<file path="config.mk">
export PLATFORM = sky130hd
export DESIGN_NAME = read_stream_command
export DESIGN_NICKNAME = d
export VERILOG_FILES = /design/src/logic/read_stream_command.v /design/src/logic/stream_fifo.v /design/src/logic/time_limit_calc.v
export VERILOG_INCLUDE_DIRS = /design/src /design/src/logic
export SDC_FILE = /design/constraint.sdc
export NUM_CORES = 1
export LEC_CHECK = 0
export BUFFER_PORTS_ARGS = -buffer_cell sky130_fd_sc_hd__buf_2
export CAP_MARGIN = 5
export CORE_ASPECT_RATIO = 0.75
export CORE_MARGIN = 2
export CORE_UTILIZATION = 30
export CTS_CLUSTER_SIZE = 25
export DETAILED_ROUTE_END_ITERATION = 12
export PLACE_DENSITY = 0.5
export SLEW_MARGIN = 20
export SYNTH_ARGS = -nofsm -noshare
export SYNTH_HDL_FRONTEND = slang
export SYNTH_SLANG_ARGS = --single-unit
</file>
<file path="constraint.sdc">
create_clock -name core_clk -period 17.3 [get_ports core_clk]
set_input_delay 4.325 -clock core_clk [delete_from_list [all_inputs] [get_ports core_clk]]
set_output_delay 4.325 -clock core_clk [all_outputs]
set_load 0.02 [all_outputs]
</file>
<file path="src/logic/read_stream_map.vh">
// constants for the streaming read command interpreter
`ifndef READ_STREAM_MAP_VH
`define READ_STREAM_MAP_VH
`define CMD_READ_STREAM 8'h2A
`define OPT_PRIORITY 7
`define OPT_CONTINUOUS 6
`define OPT_RANDOM_NEXT 5
`define OPT_RESUME 4
`define OPT_STREAM_HI 2
`define OPT_STREAM_LO 0
`define ERR_CHECKSUM 7
`define ERR_MEDIA 6
`define ERR_ADDRESS 4
`define ERR_REJECTED 2
`define ERR_TIMEOUT 0
`define STS_BUSY 7
`define STS_READY 6
`define STS_STREAM_ERR 5
`define STS_FAILURE 0
`define STATUS_RESET 8'h40
`define ERROR_RESET 8'h00
`define LIMIT_UNIT_US 32'd10
`define LIMIT_MIN_US 32'd50
`define CLK_MHZ 32'd10
`define FIFO_DEPTH 8
`define FIFO_WIDTH 16
`endif

</file>
<file path="src/logic/read_stream_command.v">
// streaming dma read command interpreter
// Functional notes
// opcode 2Ah starts streaming dma read
// count zero means 65536 sectors
// host splits count low current, high previous
// priority bit, finish fast, within limit
// continuous bit disables abort on errors
// continuous: full length, stream error, no failure
// continuous errors: finish, flags, log type
// continuous timeout: stop, set timeout log
// always try full length within limit
// host may hint next read is random
// resume bit continues earlier error recovery
// low three bits select stream settings
// limit equals multiplier times unit microseconds
// zero multiplier uses stream default limit
// no default means no time limit
// time measured from command to completion
// short limits raised to device minimum
// normal mode stops at first failing sector
`timescale 1ns/1ps
`default_nettype none
`include "read_stream_map.vh"
module read_stream_command (
    input wire core_clk,
    input wire rstn,
    input wire clkEn,
    input wire cmdWrite,
    input wire [7:0] cmdCode,
    input wire [7:0] streamOptionFlags,
    input wire [7:0] timeLimitMultiplier,
    input wire [7:0] countLow,
    input wire [7:0] countHigh,
    input wire [47:0] startAddress,
    input wire cfgWrite,
    input wire [2:0] cfgStream,
    input wire [15:0] cfgLimitUs,
    output reg mediaReq,
    output reg [47:0] mediaAddress,
    output reg mediaPriority,
    output reg mediaResume,
    output reg mediaRandomNext,
    output reg [2:0] mediaStream,
    input wire mediaValid,
    output wire mediaReady,
    input wire [15:0] mediaData,
    input wire mediaLast,
    input wire faultChecksum,
    input wire faultMedia,
    input wire faultAddress,
    input wire faultRejected,
    output wire dmaValid,
    input wire dmaReady,
    output wire [15:0] dmaData,
    output reg [7:0] statusReg,
    output reg [7:0] errorReg,
    output reg [47:0] errorAddress,
    output reg completionIrq
);
    // one command at a time: idle takes the command byte, run accepts
    // sector beats from the media side, drain waits for the host to empty
    // the fifo, done is the single cycle in which the completion pulse is high
    localparam ST_IDLE = 4'h1;
    localparam ST_RUN = 4'h2;
    localparam ST_DRAIN = 4'h4;
    localparam ST_DONE = 4'h8;

    reg rstSync1_q;
    reg rstSync2_q;
    wire rstnInt;
    reg [3:0] state_q;
    reg [16:0] remaining_q;
    reg continuous_q;
    reg sawError_q;
    reg timedOut_q;
    reg limitOn_q;
    reg [31:0] timer_q;
    reg [15:0] defLimit_q [0:7];
    reg [7:0] defValid_q;
    wire limitEn;
    wire [31:0] limitCyc;
    wire [2:0] selStream;
    wire anyFault;
    wire [7:0] faultBits;
    wire accept;
    wire fifoEmpty;
    integer i;
    reg [31:0] limitCyc_q;
    wire startCmd;
    wire limitHit;
    wire firstFault;

    // reset released through two flops
    always @(posedge core_clk or negedge rstn) begin
        if (!rstn) begin
            rstSync1_q <= 1'b0;
            rstSync2_q <= 1'b0;
        end else begin
            rstSync1_q <= 1'b1;
            rstSync2_q <= rstSync1_q;
        end
    end
    assign rstnInt = rstSync2_q;

    // stream selector drives default limit lookup
    assign selStream = streamOptionFlags[`OPT_STREAM_HI:`OPT_STREAM_LO];

    time_limit_calc limitCalc (
        .multiplier(timeLimitMultiplier),
        .defaultLimitUs(defLimit_q[selStream]),
        .defaultValid(defValid_q[selStream]),
        .limitEnable(limitEn),
        .limitCycles(limitCyc)
    );

    // media data goes through the fifo; back-pressure stalls the reader
    stream_fifo #(
        .WIDTH(`FIFO_WIDTH),
        .DEPTH(`FIFO_DEPTH),
        .AW(3)
    ) dataFifo (
        .clk(core_clk),
        .rstn(rstnInt),
        .ce(clkEn),
        .flush(timedOut_q),
        .inValid(mediaValid && state_q == ST_RUN),
        .inReady(mediaReady),
        .inData(mediaData),
        .outValid(dmaValid),
        .outReady(dmaReady),
        .outData(dmaData)
    );
    assign fifoEmpty = !dmaValid;

    // fault flags placed on their error log bit positions
    assign faultBits = {faultChecksum, faultMedia, 1'b0, faultAddress,
                        1'b0, faultRejected, 2'b00};
    assign anyFault = |faultBits;
    assign accept = mediaValid && mediaReady && state_q == ST_RUN;
    // a command is taken only while idle; writes while busy are dropped
    assign startCmd = cmdWrite && cmdCode == `CMD_READ_STREAM &&
                      state_q == ST_IDLE;
    // compared with the copy taken at the command, so a host rewriting
    // the option registers mid-command cannot move the deadline
    assign limitHit = limitOn_q && timer_q >= limitCyc_q;
    // only the first bad sector of a command is kept as error address
    assign firstFault = accept && anyFault && !sawError_q && !limitHit;

    // sector total from the two count halves; zero asks for 65536
    function [16:0] sectorTotal;
        input [7:0] high;
        input [7:0] low;
        begin
            if ({high, low} == 16'h0000)
                sectorTotal = 17'h10000;
            else
                sectorTotal = {1'b0, high, low};
        end
    endfunction

    // ending status: busy clear, ready set, plus the two error summaries
    function [7:0] endStatus;
        input streamErr;
        input failure;
        begin
            endStatus = `STATUS_RESET;
            endStatus[`STS_STREAM_ERR] = streamErr;
            endStatus[`STS_FAILURE] = failure;
        end
    endfunction

    // per-stream default limits from the stream configuration path
    always @(posedge core_clk or negedge rstnInt) begin
        if (!rstnInt) begin
            for (i = 0; i < 8; i = i + 1) defLimit_q[i] <= 16'h0000;
            defValid_q <= 8'h00;
        end else if (clkEn && cfgWrite) begin
            defLimit_q[cfgStream] <= cfgLimitUs;
            defValid_q[cfgStream] <= 1'b1;
        end
    end

    // elapsed time since the command byte; frozen while idle or done
    always @(posedge core_clk or negedge rstnInt) begin
        if (!rstnInt) begin
            timer_q <= 32'h0;
        end else if (clkEn) begin
            if (startCmd) begin
                timer_q <= 32'h0;
            end else if (state_q == ST_RUN || state_q == ST_DRAIN) begin
                timer_q <= timer_q + 32'h1;
            end
        end
    end

    // first bad sector's address, where a resumed read starts
    always @(posedge core_clk or negedge rstnInt) begin
        if (!rstnInt) begin
            errorAddress <= 48'h0;
        end else if (clkEn && firstFault) begin
            errorAddress <= mediaAddress;
        end
    end

    // options latched with the command and held until the next one
    always @(posedge core_clk or negedge rstnInt) begin
        if (!rstnInt) begin
            continuous_q <= 1'b0;
            mediaPriority <= 1'b0;
            mediaResume <= 1'b0;
            mediaRandomNext <= 1'b0;
            mediaStream <= 3'h0;
        end else if (clkEn && startCmd) begin
            continuous_q <= streamOptionFlags[`OPT_CONTINUOUS];
            mediaPriority <= streamOptionFlags[`OPT_PRIORITY];
            mediaResume <= streamOptionFlags[`OPT_RESUME];
            mediaRandomNext <= streamOptionFlags[`OPT_RANDOM_NEXT];
            mediaStream <= selStream;
        end
    end

    // command sequencer
    always @(posedge core_clk or negedge rstnInt) begin
        if (!rstnInt) begin
            state_q <= ST_IDLE;
            remaining_q <= 17'h00000;
            sawError_q <= 1'b0;
            timedOut_q <= 1'b0;
            limitOn_q <= 1'b0;
            limitCyc_q <= 32'h0;
            mediaReq <= 1'b0;
            mediaAddress <= 48'h0;
            statusReg <= `STATUS_RESET;
            errorReg <= `ERROR_RESET;
            completionIrq <= 1'b0;
        end else if (clkEn) begin
            completionIrq <= 1'b0;
            timedOut_q <= 1'b0;
            case (state_q)
                ST_IDLE: begin
                    if (startCmd) begin
                        // count halves joined, zero means 65536
                        remaining_q <= sectorTotal(countHigh, countLow);
                        mediaAddress <= startAddress;
                        limitOn_q <= limitEn;
                        limitCyc_q <= limitCyc;
                        sawError_q <= 1'b0;
                        mediaReq <= 1'b1;
                        statusReg <= 8'h80;
                        errorReg <= `ERROR_RESET;
                        state_q <= ST_RUN;
                    end
                end
                ST_RUN: begin
                    if (limitHit) begin
                        // limit hit: stop, failure clear, log timeout
                        mediaReq <= 1'b0;
                        timedOut_q <= 1'b1;
                        errorReg[`ERR_TIMEOUT] <= 1'b1;
                        state_q <= ST_DONE;
                        statusReg <= endStatus(sawError_q, 1'b0);
                        completionIrq <= 1'b1;
                    end else if (accept) begin
                        remaining_q <= remaining_q - 17'h1;
                        mediaAddress <= mediaAddress + 48'h1;
                        if (anyFault) begin
                            errorReg <= errorReg | faultBits;
                            sawError_q <= 1'b1;
                        end
                        if (anyFault && !continuous_q) begin
                            // normal mode aborts at failing sector
                            mediaReq <= 1'b0;
                            state_q <= ST_DRAIN;
                        end else if (remaining_q == 17'h1 || mediaLast) begin
                            // full length even when data bad
                            mediaReq <= 1'b0;
                            state_q <= ST_DRAIN;
                        end
                    end
                end
                ST_DRAIN: begin
                    if (limitHit) begin
                        timedOut_q <= 1'b1;
                        errorReg[`ERR_TIMEOUT] <= 1'b1;
                        statusReg <= endStatus(sawError_q, 1'b0);
                        completionIrq <= 1'b1;
                        state_q <= ST_DONE;
                    end else if (fifoEmpty) begin
                        // continuous mode reports stream error only
                        statusReg <= endStatus(sawError_q && continuous_q,
                                               sawError_q && !continuous_q);
                        completionIrq <= 1'b1;
                        state_q <= ST_DONE;
                    end
                end
                ST_DONE: begin
                    state_q <= ST_IDLE;
                end
                default: begin
                    state_q <= ST_IDLE;
                end
            endcase
        end
    end
endmodule
`default_nettype wire

</file>
<file path="src/logic/stream_fifo.v">
// small synchronous fifo between media reader and host transfer
`timescale 1ns/1ps
`default_nettype none
module stream_fifo #(
    parameter WIDTH = 16,
    parameter DEPTH = 8,
    parameter AW = 3
) (
    input wire clk,
    input wire rstn,
    input wire ce,
    input wire flush,
    input wire inValid,
    output wire inReady,
    input wire [WIDTH-1:0] inData,
    output wire outValid,
    input wire outReady,
    output wire [WIDTH-1:0] outData
);
    reg [WIDTH-1:0] mem [0:DEPTH-1];
    reg [AW-1:0] wrPtr_q;
    reg [AW-1:0] rdPtr_q;
    reg [AW:0] count_q;
    wire push;
    wire pop;

    // handshakes, full and empty from the occupancy count
    assign inReady = (count_q != DEPTH[AW:0]);
    assign outValid = (count_q != {(AW+1){1'b0}});
    assign outData = mem[rdPtr_q];
    assign push = inValid && inReady;
    assign pop = outValid && outReady;

    // storage has no reset, only the pointers and the count need one
    always @(posedge clk) begin
        if (ce && push) begin
            mem[wrPtr_q] <= inData;
        end
    end

    // pointers wrap naturally since depth is a power of two
    always @(posedge clk or negedge rstn) begin
        if (!rstn) begin
            wrPtr_q <= 3'h0;
            rdPtr_q <= 3'h0;
            count_q <= 4'h0;
        end else if (ce) begin
            if (flush) begin
                wrPtr_q <= 3'h0;
                rdPtr_q <= 3'h0;
                count_q <= 4'h0;
            end else begin
                if (push) wrPtr_q <= wrPtr_q + 3'h1;
                if (pop) rdPtr_q <= rdPtr_q + 3'h1;
                if (push && !pop) count_q <= count_q + 4'h1;
                else if (pop && !push) count_q <= count_q - 4'h1;
            end
        end
    end
endmodule
`default_nettype wire

</file>
<file path="src/logic/time_limit_calc.v">
// completion time limit selection and conversion to clock cycles
`timescale 1ns/1ps
`default_nettype none
`include "read_stream_map.vh"
module time_limit_calc (
    input wire [7:0] multiplier,
    input wire [15:0] defaultLimitUs,
    input wire defaultValid,
    output reg limitEnable,
    output reg [31:0] limitCycles
);
    reg [31:0] us;

    // explicit multiplier wins, else stream default, else no limit
    always @* begin
        us = 32'h0;
        limitEnable = 1'b0;
        if (multiplier != 8'h00) begin
            us = {24'h0, multiplier} * `LIMIT_UNIT_US;
            limitEnable = 1'b1;
        end else if (defaultValid && defaultLimitUs != 16'h0000) begin
            us = {16'h0, defaultLimitUs};
            limitEnable = 1'b1;
        end // otherwise unlimited
        if (limitEnable && us < `LIMIT_MIN_US) begin
            us = `LIMIT_MIN_US;
        end
        limitCycles = us * `CLK_MHZ;
    end
endmodule
`default_nettype wire

</file>
Word-level counts from Yosys, hierarchy flattened
Memories as Yosys holds them, arrays and structs flattened.
Index checks and enable logic that the tools add are counted.
{ "word_totals": {"n_memories": 1, "mem_bits_rw": 128, "register_bits": 356, "output_inout_bits": 138, "input_bits": 135, "elab_cells": 197} }
{ "classes": {"n_addsub": 7, "multipliers": 2, "eq_ne": 16, "n_lt_le_gt_ge": 8, "n_reduce_logical": 54, "bitwise": 4, "n_mux": 72} }
{ "mem_list": {"columns": ["memory", "words", "width", "read_ports", "rd_ports_with_merged_regs", "wr", "line", "source"], "rows": [
  ["dataFifo.mem", 8, 16, 1, 0, 1, "stream_fifo.v:20", "reg [WIDTH-1:0] mem [0:DEPTH-1];"]
]} }
{ "op_table": {"columns": ["cell", "n"], "rows": [
  ["48-bit two-way mux", 3],
  ["128-bit bitwise mux", 1],
  ["32-bit two-way mux", 4],
  ["48-bit case mux with 2 select lines", 1],
  ["17-bit two-way mux", 4],
  ["16-bit two-way mux", 4],
  ["8-bit two-way mux", 7],
  ["48-bit by 1-bit adder with 48-bit output, second input constant", 1],
  ["16-bit binary-select mux with 3-bit select", 1],
  ["16-bit demux with 3-bit select", 1],
  ["4-bit two-way mux", 10],
  ["17-bit case mux with 2 select lines", 1],
  ["32-bit by 1-bit adder with 32-bit output, second input constant", 1],
  ["32-bit greater-or-equal comparator", 1],
  ["32-bit by 6-bit < comparator with 1-bit output, second input constant", 1],
  ["32-bit by 3-bit multiplier with 31-bit output, second input constant", 1],
  ["1-bit logical AND", 24],
  ["8-bit case mux with 3 select lines", 1],
  ["1-bit two-way mux", 21],
  ["5-bit AND reduction", 4],
  ["17-bit by 1-bit equality test with 1-bit output, second input constant", 1],
  ["17-bit by 1-bit subtractor with 17-bit output, second input constant", 1],
  ["16-bit logical NOT", 1],
  ["8-bit OR", 2],
  ["37 further kinds", 66]
]} }

Longest topological paths before layout
Gate-level depths: netlist of run 1.
{ "logic_depth": {"word_depth": 12, "depth_mapped": 23, "ltp_nobuf": 23} }

Modules after synthesis
A second synthesis of run 1 with hierarchy kept.
{ "unflattened": {"cells_unflattened": 1977, "hier_area_um2": 23495.0} }
{ "modules_own_cells": {"columns": ["mod", "cells_each", "instances", "seq_area_each_um2", "area_each_um2"], "rows": [
  ["read_stream_command", 1468, 1, 8510.7, 16423.3],
  ["stream_fifo", 306, 1, 4093.9, 5526.6],
  ["time_limit_calc", 203, 1, 0.0, 1545.2]
]} }

Worst setup path before layout of run 1
No wires, ideal clock.
{ "synth_timing": {"kind": "input -> register", "startpoint": "input timeLimitMultiplier[2]", "endpoint": "register limitCyc_q[16]", "cell_stages": 21, "n_path_buf": 0, "slack_ns": 8.583, "setup_time_ns": 0.136, "required_time_ns": 17.164, "t_arrival_ns": 8.581, "cell_sequence": "ha_1 ha_1 a211o_1 a2111o_1 o211ai_1 a32oi_1 a21oi_2 a21oi_1 o21ai_1 nor2_1 ha_1 ha_1 fa_1 a21oi_1 o21ai_0 a2111oi_0 nor3_1 a41oi_1 a21boi_0 xnor2_1 o21ai_0"} }
{ "synth_via": {"elab_chain_cells": 6, "elab_cells_between_ends": 8, "classes_between": "mul (2); order compare (1); mux (3); reduce/logical (2)"} }
{ "synth_rtl": {"columns": ["element", "line", "source"], "rows": [
  ["start: declaration", "read_stream_command.v:31", "input wire [7:0] timeLimitMultiplier,"],
  ["8-bit by 3-bit multiplier with 11-bit output (no line) or 8-bit nonzero test (tied branches)", null, null],
  ["32-bit two-way mux", "time_limit_calc.v:18", "if (multiplier != 8'h00) begin"],
  ["32-bit by 6-bit < comparator with 1-bit output (no line)", null, null],
  ["1-bit logical AND (no line)", null, null],
  ["32-bit two-way mux (*)", "time_limit_calc.v:25", "if (limitEnable && us < `LIMIT_MIN_US) begin"],
  ["32-bit by 3-bit multiplier with 31-bit output (no line) (*)", null, null],
  ["end signal: assignment", "read_stream_command.v:246", "limitCyc_q <= limitCyc;"],
  ["end: declaration", "read_stream_command.v:88", "reg [31:0] limitCyc_q;"]
]} }
Every way passes the cells marked *; elsewhere a longest branch is shown, timed or not.
A chain may end at the register's enable or synchronous reset.

Worst setup path in the final report of run 1
{ "layout_timing": {"startpoint": "input streamOptionFlags[2]", "endpoint": "register limitCyc_q[16]"} }
{ "layout_via": {"elab_chain_cells": 12, "elab_cells_between_ends": 16, "classes_between": "mul (1); order compare (1); mux (10); bitwise (1); reduce/logical (3)"} }
{ "layout_rtl": {"columns": ["element", "line", "source"], "rows": [
  ["start: declaration", "read_stream_command.v:30", "input wire [7:0] streamOptionFlags,"],
  ["3-bit NOT with 4-bit output (not written as such)", "read_stream_command.v:110", ".defaultLimitUs(defLimit_q[selStream]),"],
  ["16-bit binary-select mux with 3-bit select", "read_stream_command.v:110", null],
  ["16-bit two-way mux (not written as such) (2 in a row)", "read_stream_command.v:110", null],
  ["16-bit nonzero test", "time_limit_calc.v:21", "end else if (defaultValid && defaultLimitUs != 16'h0000) begin"],
  ["1-bit logical AND", "time_limit_calc.v:21", null],
  ["16-bit two-way mux", "time_limit_calc.v:21", null],
  ["32-bit two-way mux", "time_limit_calc.v:18", null],
  ["32-bit by 6-bit < comparator with 1-bit output (no line)", null, null],
  ["1-bit logical AND (no line)", null, null],
  ["32-bit two-way mux (*)", "time_limit_calc.v:25", null],
  ["32-bit by 3-bit multiplier with 31-bit output (no line) (*)", null, null]
]} }
Every way passes the cells marked *; elsewhere a longest branch is shown, timed or not. The select of a mux whose other input is x is not followed.

==> results of run 1 <==
## cell usage after synthesis, types with 21 or more instances
| cell | instances | area, µm² |
|---|---|---|
| sky130_fd_sc_hd__clkbuf_1 | 67 | 251 |
| sky130_fd_sc_hd__nand2_1 | 137 | 514 |
| sky130_fd_sc_hd__o211ai_1 | 28 | 210 |
| sky130_fd_sc_hd__dfrtp_1 | 335 | 8380 |
| sky130_fd_sc_hd__mux2i_1 | 24 | 240 |
| sky130_fd_sc_hd__xnor2_1 | 21 | 184 |
| sky130_fd_sc_hd__xor2_1 | 21 | 184 |
| sky130_fd_sc_hd__nor4_1 | 35 | 219 |
| sky130_fd_sc_hd__or3_1 | 23 | 144 |
| sky130_fd_sc_hd__a21oi_1 | 87 | 435 |
| sky130_fd_sc_hd__inv_1 | 47 | 176 |
| sky130_fd_sc_hd__nand3_1 | 38 | 190 |
| sky130_fd_sc_hd__mux4_2 | 62 | 1400 |
| sky130_fd_sc_hd__nor2_1 | 131 | 492 |
| sky130_fd_sc_hd__edfxtp_1 | 128 | 3840 |
| sky130_fd_sc_hd__nand4_1 | 25 | 156 |
| sky130_fd_sc_hd__ha_1 | 64 | 801 |
| sky130_fd_sc_hd__o21ai_0 | 80 | 400 |
| sky130_fd_sc_hd__mux2_2 | 174 | 1960 |
| sky130_fd_sc_hd__nor3_1 | 64 | 320 |
## cell type report
class                      instances  area [µm²]
clock buffer                      77        1560
multi-input combinational       1308       10300
antenna                            3        7.51
inverter                          47         176
timing repair buffer             291        1530
tap                             1035        1290
clock inverter                    23         325
sequential                       465       12300
fill                            7591       49100
## power by group
| part | switching (mW) | internal [mW] | leakage, nW |
|---|---|---|---|
| logic | 0.392 | 0.356 | 5.27 |
| clock network | 0.481 | 0.718 | 0.913 |
| registers | 0.145 | 1.26 | 5.49 |
| total | 1.02 | 2.33 | 11.7 |
## cells by family (layout without fill, tap and decap cells)
| logic type | after synthesis | after routing | synth area share (%) |
|---|---|---|---|
| mux | 280 | 280 | 16.5 |
| other cells | 2 | 11 | 0.0324 |
| buf+inv | 150 | 438 | 2.88 |
| compound gates | 354 | 354 | 9.99 |
| fa+ha+maj | 67 | 67 | 3.72 |
| xor+xnor | 42 | 42 | 1.59 |
| simple gates | 557 | 557 | 12.2 |
| flops | 465 | 465 | 53.1 |
## per-stage QoR
step	worst slack, ps	total power [mW]
finish	7840	3.35
global route	7330	3.52
CTS	7890	3.40
detailed placement	7310	2.18
global placement	7280	2.16
floorplan	7220	1.93
## how the worst max path moves through the flow
stage	from	to	slack (ps)
after floorplan	rstSync2_q$_DFF_PN0_	completionIrq$_DFFE_PN0P_	7220
after global placement	streamOptionFlags[2]	limitCyc_q[16]$_DFFE_PN0P_	7280
after detailed placement	streamOptionFlags[2]	limitCyc_q[16]$_DFFE_PN0P_	7310
after CTS	streamOptionFlags[2]	limitCyc_q[16]$_DFFE_PN0P_	7890
after global routing	streamOptionFlags[2]	limitCyc_q[16]$_DFFE_PN0P_	7330
final	streamOptionFlags[2]	limitCyc_q[16]$_DFFE_PN0P_	7840
## registers in the layout, indices dropped and copies added, names as in the netlist, 3 cells and up
register	flops
dataFifo.mem	128
defLimit_q	128
errorAddress	48
mediaAddress	48
timer_q	32
limitCyc_q	19
remaining_q	17
defValid_q	8
errorReg	5
dataFifo.count_q	4
state_q	4
statusReg	4
dataFifo.rdPtr_q	3
dataFifo.wrPtr_q	3
mediaStream	3
## layer usage
metal | routed length [µm] | global-route usage [%] | part of all wire [%]
met2 | 28700 | 24.5 | 45
met5 | 38 | 0 | 0.060
met4 | 1230 | 3.87 | 1.9
met1 | 30100 | 22.9 | 47
met3 | 3300 | 2.74 | 5.2
## worst max-delay path: stages
cell and delay (ps):
sky130_fd_sc_hd__buf_2 80, sky130_fd_sc_hd__buf_4 680, sky130_fd_sc_hd__mux4_2 410, sky130_fd_sc_hd__mux2_2 360, sky130_fd_sc_hd__nand2_1 310, sky130_fd_sc_hd__o211ai_1 180
sky130_fd_sc_hd__a21oi_2 230, sky130_fd_sc_hd__a21oi_1 90, sky130_fd_sc_hd__o21ai_1 380, sky130_fd_sc_hd__nor2_1 150, sky130_fd_sc_hd__ha_1 240, sky130_fd_sc_hd__ha_1 220
sky130_fd_sc_hd__fa_1 420, sky130_fd_sc_hd__a21oi_1 210, sky130_fd_sc_hd__o21ai_0 170, sky130_fd_sc_hd__a2111oi_0 410, sky130_fd_sc_hd__nor3_1 190, sky130_fd_sc_hd__a41oi_1 390
sky130_fd_sc_hd__a21boi_0 180, sky130_fd_sc_hd__xnor2_1 160, sky130_fd_sc_hd__o21ai_0 80
==> impl_metrics.toml, run 1 <==
[outcome]
run_status = "finished, final reports clean"

[hold_path]
worst_hold_path.endpoint = "rstSync2_q$_DFF_PN0_"
worst_hold_path_type = "flop to flop"
hold_depth = 0
min-delay-start = "rstSync1_q$_DFF_PN0_"

[power_and_ir_drop]
leakage_nw = 11.7
vdd.ir_drop.worst_v = 0.0000797
pwr_cell_area_mw_per_mm2 = 122

[yosys]
synth-seq-cells = 465
synth_top_flop_cell = "sky130_fd_sc_hd__dfrtp_1"
synth_seq_area_share_pct = 53.1
netlist_instances = 1917
synth.avg_cell_area_um2 = 12.1
count_of_flip_flops_with_a_built_in_enable_after_synthesis = 128
mappedNetlistArea_mm2 = 0.0231
async_s_r_ff_share_synth_pct = 72.5
ys_warn_count = 0
synth.distinct_cells = 95

[route]
routed-via-count = 16600
routedWlPerCell_um = 19.5
overall_routed_net_length_mm = 63.4
via_cell_ratio = 5.12
drc_errors = 0
drtAntennaViolNets = 0
drt_iter0_drc = 1127
detailed_router_iteration_count_before_antenna_repair = 5

[placed_design]
place_congestion = 0.838
dp.final_hpwl_mm = 43.4
dpl.cell_count = 3145
placedInstanceArea_mm2 = 0.0256
io_buffers = 264

[die]
die_width_um = 325
placeableCoreArea_mm2 = 0.0766
floorplan.die_area_mm2 = 0.0794
initial_cell_density_of_the_core_pct = 30.2
core.rowCount = 88
die-height_um = 245
boundaryPins = 273

[critical_path]
crit_arrival_ps = 9910
critPathKind = "input pin to flop"
worstRegToRegCells = 19
rr_startpoint = "defValid_q[6]$_DFFE_PN0P_"
reg2reg_setup_slack_ps = 11960
worstReg2RegEnd = "limitCyc_q[16]$_DFFE_PN0P_"
setup.worst_path.end_class = "flop"
crit_required_ps = 17750
critical_path.max_fanout = 65
worst_setup_path_start_kind = "input pin"

[cells_and_area]
net_count_reported_at_finish = 2368
final_cell_mix = "332 x sky130_fd_sc_hd__dfrtp_1, 264 x sky130_fd_sc_hd__buf_2, 174 x sky130_fd_sc_hd__mux2_2"
final_core_utilization_pct = 35.9
final_cell_area_mm2 = 0.0275
post_layout_nonfiller_instances = 3249
final_layout_size_suffix_gt1_share_pct = 30.3
mostFrequentLayoutCell = "sky130_fd_sc_hd__dfrtp_1"
areaGrowthSynthToFinish_pct = 18.9

[clock_tree]
worstSkewPairLatency_ps = 640
clock_tree_from_tritoncts = "done"
clk_pin_slew_worst_paths_ps = 50
h-tree-depth = 2
postCtsHoldBufs = 0
cts_buffer_depth = 3
cts_buffers = 53
cts-resized-gates = 0
cts.root.buffer_cell = "sky130_fd_sc_hd__clkbuf_16"
cts.sink_count = 465
post-cts-setup-buffers = 0

[timing]
period_share_pct = 54.7
holdWs_ps = 358
timing_worst_slew_pin_value_ps = 1150
maxSlewViolCount = 0
fmax_ghz = 0.106
rsz_0062_raised_after_global_routing = "no"
timing.slew.headroom_pct = 23.0
fin_setup_tns_ps = 0
period_minus_slack_ps = 9460
timing.final.setup_violations = 0
fin_skew_ps = 65.1
hold_violations = 0

[global_routing]
gr-usage-all-layers_pct = 15.8
grt_antenna_before_repair = 7
grt_start_max_net_pins = 97
grt_first_pass_wirelength_mm = 99.2
grt_pass1_vias = 16600
global_route.overflow_total = 0

[flow_run]
cap_violations = 0
No activity file was read; power rests on OpenSTA's default activity.
==> run 2, diff against run 1 <==
--- a/config.mk
+++ b/config.mk
@@ -13,7 +13,7 @@
 export CORE_UTILIZATION = 30
 export CTS_CLUSTER_SIZE = 25
 export DETAILED_ROUTE_END_ITERATION = 12
-export PLACE_DENSITY = 0.5
+export PLACE_DENSITY = 0.51
 export SLEW_MARGIN = 20
 export SYNTH_ARGS = -nofsm -noshare
 export SYNTH_HDL_FRONTEND = slang
==> constraint.sdc (replaced) <==
create_clock -name core_clk -period 8.3 [get_ports core_clk]
set_input_delay 2.075 -clock core_clk [delete_from_list [all_inputs] [get_ports core_clk]]
set_output_delay 2.075 -clock core_clk [all_outputs]
set_load 0.02 [all_outputs]
==> run 2 against run 1 <==
Clock skew decreased by 19 ps. Global-route usage decreased by 0.086 points. Critical path depth unchanged. Hold slack got worse by 140 ps. Sequential share of layout area decreased by 0.099 points. Total power increased by 110%. Non-clock buffer count increased by 2. Critical endpoint unchanged. Largest power group unchanged.
==> impl_metrics.toml, run 2 (synthesized netlist as in run 1, its figures left out) <==
[outcome]
run_status = "finished, final reports clean"

[route]
drt_iter0_drc = 1127
drc_errors = 0
detailed_router_iteration_count_before_antenna_repair = 7
routedWlPerCell_um = 19.5
drtAntennaViolNets = 0
via_cell_ratio = 5.12
overall_routed_net_length_mm = 63.2
routed-via-count = 16600

[die]
initial_cell_density_of_the_core_pct = 30.2
placeableCoreArea_mm2 = 0.0766
boundaryPins = 273
die-height_um = 245
die_width_um = 325
core.rowCount = 88
floorplan.die_area_mm2 = 0.0794

[critical_path]
critPathKind = "input pin to flop"
critical_path.max_fanout = 21
capturing_instance_or_port_of_the_critical_path = "limitCyc_q[16]$_DFFE_PN0P_"
critPathBufInv = 2
worstRegToRegCells = 18
critPathTopFamily = "compound AO/OA/AOI/OAI gates"
worst_setup_path_start_kind = "input pin"
crit_start = "streamOptionFlags[1]"
critPathMaxStageDelay_ps = 530
crit_required_ps = 8790
worstPathCellList = "buf_2, buf_4, mux4_2, mux2i_1, and3_1, o211ai_1, a21oi_2, a21oi_1, o21ai_1, nor2_1, ha_1, ha_1, fa_1, a21oi_1, o21ai_0, a2111oi_0, nor3_1, a41oi_1, a21boi_0, xnor2_1, o21ai_0"
setup.worst_path.end_class = "flop"
worstReg2RegEnd = "limitCyc_q[16]$_DFFE_PN0P_"
rr_startpoint = "defLimit_q[42]$_DFFE_PN0P_"
worst-path-stages = 21
reg2reg_setup_slack_ps = 2960
crit_arrival_ps = 7450
timing.critical_path.slowest_stage_cell = "sky130_fd_sc_hd__mux4_2"

[global_routing]
grt_antenna_before_repair = 5
grt_start_max_net_pins = 154
grt_pass1_vias = 16600
global_route.overflow_total = 0
gr-usage-all-layers_pct = 15.7
grt_first_pass_wirelength_mm = 99.0

[timing]
rsz_0062_raised_after_global_routing = "no"
period_minus_slack_ps = 6950
hold_violations = 0
timing_worst_slew_pin_value_ps = 1040
timing.final.setup_violations = 0
timing.slew.headroom_pct = 30.6
fin_setup_tns_ps = 0
fmax_ghz = 0.144
fin_skew_ps = 45.7
maxSlewViolCount = 0
period_share_pct = 83.8

[cells_and_area]
final_layout_size_suffix_gt1_share_pct = 30.3
areaGrowthSynthToFinish_pct = 19.2
net_count_reported_at_finish = 2370
final_cell_mix = "332 x sky130_fd_sc_hd__dfrtp_1, 264 x sky130_fd_sc_hd__buf_2, 174 x sky130_fd_sc_hd__mux2_2"
mostFrequentLayoutCell = "sky130_fd_sc_hd__dfrtp_1"
largestRegisters = "dataFifo.mem: 128 flops, defLimit_q: 128 flops"

[clock_tree]
cts.root.buffer_cell = "sky130_fd_sc_hd__clkbuf_16"
h-tree-depth = 2
post-cts-setup-buffers = 0
cts_buffer_depth = 3
worstSkewPairLatency_ps = 620
cts_buffers = 53
cts-resized-gates = 0
clock_tree_from_tritoncts = "done"
cts.sink_count = 465
postCtsHoldBufs = 0
clk_pin_slew_worst_paths_ps = 60

[power_and_ir_drop]
proportion_of_power_drawn_by_the_clock_network_pct = 35.8
leakage_nw = 11.7
p_sw_mw = 2.12
p_seq_share_pct = 41.8
pwr_cell_area_mw_per_mm2 = 253
power_after_layout_mw = 6.99
net_switching_fraction_of_the_power_pct = 30.3
internal_power_mw = 4.87
p_comb_share_pct = 22.4
vdd.ir_drop.worst_v = 0.000158

[hold_path]
worst_hold_path_type = "flop to asynchronous set/reset pin"

[flow_run]
cap_violations = 0

[placed_design]
place_congestion = 0.841
dp.final_hpwl_mm = 43.2
io_buffers = 264
==> run 2: through the flow <==
step / area, µm² / hold slack (ps) / setup WS [ps] / util [%] / std cells
after floorplan: 23200 / 331 / 1830 / - / 1923
after global placement: 25600 / 338 / 862 / 33.5 / 3146
after detailed placement: 25700 / 343 / 743 / 33.5 / 3147
after CTS: 27500 / 357 / 1390 / 35.9 / 3246
after global routing: 27600 / 243 / 881 / 36.0 / 3250
final: 27600 / 216 / 1350 / 36.0 / 3250
==> run 2: worst min path at each step <==
stage | startpoint | end | slack (ps) | cells after the start
floorplan | rstSync1_q$_DFF_PN0_ | rstSync2_q$_DFF_PN0_ | 330 | 0
global placement | rstSync1_q$_DFF_PN0_ | rstSync2_q$_DFF_PN0_ | 340 | 0
detailed placement | rstSync1_q$_DFF_PN0_ | rstSync2_q$_DFF_PN0_ | 340 | 0
CTS | rstSync1_q$_DFF_PN0_ | rstSync2_q$_DFF_PN0_ | 360 | 0
global route | rstSync2_q$_DFF_PN0_ | limitCyc_q[4]$_DFFE_PN0P_ | 240 | 0
finish | rstSync2_q$_DFF_PN0_ | limitCyc_q[4]$_DFFE_PN0P_ | 220 | 0
==> run 2: power groups by stage <==
| stage | Clock, mW | Sequential [mW] | Combinational (mW) |
|---|---|---|---|
| floorplan | 0 | 2.92 | 1.10 |
| global placement | 0 | 2.95 | 1.54 |
| detailed placement | 0 | 2.97 | 1.57 |
| CTS | 2.59 | 2.93 | 1.58 |
| global route | 2.69 | 2.97 | 1.71 |
| finish | 2.51 | 2.92 | 1.56 |
==> run 2: area by class of cell <==
class | count | area, µm²
clock inverter | 25 | 383
tap | 1035 | 1290
multi-input combinational | 1308 | 10400
antenna | 3 | 7.51
timing repair buffer | 293 | 1590
clock buffer | 74 | 1490
fill | 7585 | 49100
inverter | 47 | 176
sequential | 465 | 12300
==> run 2: worst reg2reg max path, delay by kind of cell (launching register included) <==
family	cells	cell delay, ps
AOI/OAI and AO/OA	10	2760
and+or+nand+nor	4	670
muxes	1	470
xor gates and xnor gates	1	160
DFF	1	370
adders and majority gates	2	800
==> run 2: metal layers <==
metal	GRT usage, %	vias to the layer above	share of wire, %
met1	22.6	8411	48
met5	0	-	0.036
met3	2.77	80	5.0
met4	3.35	4	1.7
met2	24.8	417	45
li1	-	7713	-
==> run 3, diff against run 2 <==
--- a/config.mk
+++ b/config.mk
@@ -13,7 +13,7 @@
 export CORE_UTILIZATION = 30
 export CTS_CLUSTER_SIZE = 25
 export DETAILED_ROUTE_END_ITERATION = 12
-export PLACE_DENSITY = 0.51
+export PLACE_DENSITY = 0.5
 export SLEW_MARGIN = 20
 export SYNTH_ARGS = -nofsm -noshare
 export SYNTH_HDL_FRONTEND = slang
==> constraint.sdc (replaced) <==
create_clock -name core_clk -period 6.9 [get_ports core_clk]
set_input_delay 1.725 -clock core_clk [delete_from_list [all_inputs] [get_ports core_clk]]
set_output_delay 1.725 -clock core_clk [all_outputs]
set_load 0.02 [all_outputs]
==> run 3 against run 2 <==
Register-to-register slack worse by 1100 ps. Count of clock-buffer cells in the layout up 4. Flip-flop and latch count unchanged. Critical path type unchanged. Highest routed layer unchanged. Die area unchanged. Global-route usage up 0.27 points. Clock skew up 20 ps. Critical path depth up 2.
==> impl_metrics.toml, run 3 (synthesized netlist as in run 1, its figures left out) <==
[route]
routed-via-count = 16700
routedWlPerCell_um = 19.4
detailed_router_iteration_count_before_antenna_repair = 5
drtAntennaViolNets = 0
drt_iter0_drc = 1145
overall_routed_net_length_mm = 63.6
via_cell_ratio = 5.08
drc_errors = 0

[power_and_ir_drop]
net_switching_fraction_of_the_power_pct = 30.8
proportion_of_power_drawn_by_the_clock_network_pct = 34.4
pwr_cell_area_mw_per_mm2 = 298
internal_power_mw = 5.72
vdd.ir_drop.worst_v = 0.000190
p_seq_share_pct = 42.6
leakage_nw = 11.8
p_sw_mw = 2.54
power_after_layout_mw = 8.26
p_comb_share_pct = 23.1

[critical_path]
worstRegToRegCells = 19
rr_startpoint = "defLimit_q[47]$_DFFE_PN0P_"
crit_required_ps = 7350
critical_path.max_fanout = 3
worst_setup_path_start_kind = "input pin"
setup.worst_path.end_class = "flop"
reg2reg_setup_slack_ps = 1880
worstReg2RegEnd = "limitCyc_q[18]$_DFFE_PN0P_"
crit_arrival_ps = 6600
critPathKind = "input pin to flop"

[global_routing]
global_route.overflow_total = 0
gr-usage-all-layers_pct = 16.0
grt_antenna_before_repair = 7
grt_pass1_vias = 17000
grt_first_pass_wirelength_mm = 100
grt_start_max_net_pins = 165

[hold_path]
min-delay-start = "rstSync1_q$_DFF_PN0_"
worst_hold_path.endpoint = "rstSync2_q$_DFF_PN0_"
hold_depth = 0
worst_hold_path_type = "flop to flop"

[timing]
postLayoutSetupSlackWorst_ps = 753
fmax_ghz = 0.163
timing.final.setup_violations = 0
period_share_pct = 89.1
timing_worst_slew_pin_value_ps = 1160
period_minus_slack_ps = 6150
maxSlewViolCount = 0
fin_skew_ps = 65.3
rsz_0062_raised_after_global_routing = "no"
fin_setup_tns_ps = 0
hold_violations = 0
timing.slew.headroom_pct = 22.4

[die]
initial_cell_density_of_the_core_pct = 30.2
placeableCoreArea_mm2 = 0.0766
boundaryPins = 273
die_width_um = 325
die-height_um = 245
floorplan.die_area_mm2 = 0.0794
core.rowCount = 88

[clock_tree]
cts_buffers = 53
postCtsHoldBufs = 0
clk_pin_slew_worst_paths_ps = 60
worstSkewPairLatency_ps = 640
cts.root.buffer_cell = "sky130_fd_sc_hd__clkbuf_16"
cts-resized-gates = 0
post-cts-setup-buffers = 0
h-tree-depth = 2
clock_tree_from_tritoncts = "done"
cts_buffer_depth = 3
cts.sink_count = 465

[outcome]
run_status = "finished, final reports clean"

[cells_and_area]
net_count_reported_at_finish = 2398
final_cell_mix = "332 x sky130_fd_sc_hd__dfrtp_1, 264 x sky130_fd_sc_hd__buf_2, 174 x sky130_fd_sc_hd__mux2_2"
largestRegisters = "dataFifo.mem: 128 flops, defLimit_q: 128 flops"
final_cell_area_mm2 = 0.0277
final_layout_size_suffix_gt1_share_pct = 30.9
mostFrequentLayoutCell = "sky130_fd_sc_hd__dfrtp_1"
n_fill_cell = 7610
areaGrowthSynthToFinish_pct = 19.5

[placed_design]
placedInstanceArea_mm2 = 0.0259
place_congestion = 0.829
io_buffers = 264
post-place-ws_ps = 214
dp.final_hpwl_mm = 43.2

[flow_run]
cap_violations = 0
[run 3: how the worst max path moves through the flow]
stage | startpoint | endpoint | slack, ps
after floorplan | timeLimitMultiplier[2] | limitCyc_q[16]$_DFFE_PN0P_ | 780
after global placement | streamOptionFlags[2] | limitCyc_q[18]$_DFFE_PN0P_ | 180
after detailed placement | streamOptionFlags[2] | limitCyc_q[18]$_DFFE_PN0P_ | 210
after CTS | timeLimitMultiplier[2] | limitCyc_q[18]$_DFFE_PN0P_ | 820
after global routing | streamOptionFlags[2] | limitCyc_q[16]$_DFFE_PN0P_ | 310
final | timeLimitMultiplier[2] | limitCyc_q[18]$_DFFE_PN0P_ | 750
[run 3: worst max-delay path, stage by stage]
cell                        delay, ps
sky130_fd_sc_hd__buf_2            120
sky130_fd_sc_hd__ha_1             330
sky130_fd_sc_hd__ha_1             320
sky130_fd_sc_hd__a211o_1          300
sky130_fd_sc_hd__a2111o_1         380
sky130_fd_sc_hd__o211ai_1         140
sky130_fd_sc_hd__a32oi_1          180
sky130_fd_sc_hd__a21oi_2          220
sky130_fd_sc_hd__a21oi_1           90
sky130_fd_sc_hd__o21ai_1          200
sky130_fd_sc_hd__nor2_1           100
sky130_fd_sc_hd__ha_1             220
sky130_fd_sc_hd__ha_1             200
sky130_fd_sc_hd__fa_1             400
sky130_fd_sc_hd__a21oi_1          200
sky130_fd_sc_hd__o21ai_0          150
sky130_fd_sc_hd__a2111oi_0        420
sky130_fd_sc_hd__nor3_1           150
sky130_fd_sc_hd__a41oi_1          310
sky130_fd_sc_hd__buf_4            170
sky130_fd_sc_hd__a21oi_1           80
sky130_fd_sc_hd__nand4_1          100
sky130_fd_sc_hd__o211ai_1          90
[run 3: per-layer routing]
metal  global-route usage, %  share of wire, %
met5                       0             0.066
met4                    4.28               2.0
met3                    2.74               5.0
met2                    24.5                44
met1                    23.3                49
[run 3: stage by stage]
step	util (%)	hold slack (ps)	cells
CTS	36.0	358	3274
global placement	33.8	340	3175
floorplan	-	331	1923
global route	36.1	370	3278
detailed placement	33.8	337	3175
finish	36.1	354	3282
[run 3: cell type report]
class                      count  area, µm²  area share [%]
clock inverter                21        226           0.819
sequential                   465      12300            44.4
clock buffer                  78       1520            5.50
inverter                      47        176           0.638
timing repair buffer         321       1810            6.53
tap                         1035       1290            4.68
antenna                        7       17.5          0.0633
multi-input combinational   1308      10300            37.4
[run 3: power by group through the flow]
stage                     Clock, mW  Combinational, mW  Sequential [mW]
final                          2.84               1.90             3.52
after global routing           3.05               2.10             3.58
after CTS                      2.94               1.94             3.52
after detailed placement          0               1.93             3.57
after global placement            0               1.90             3.55
after floorplan                   0               1.33             3.51
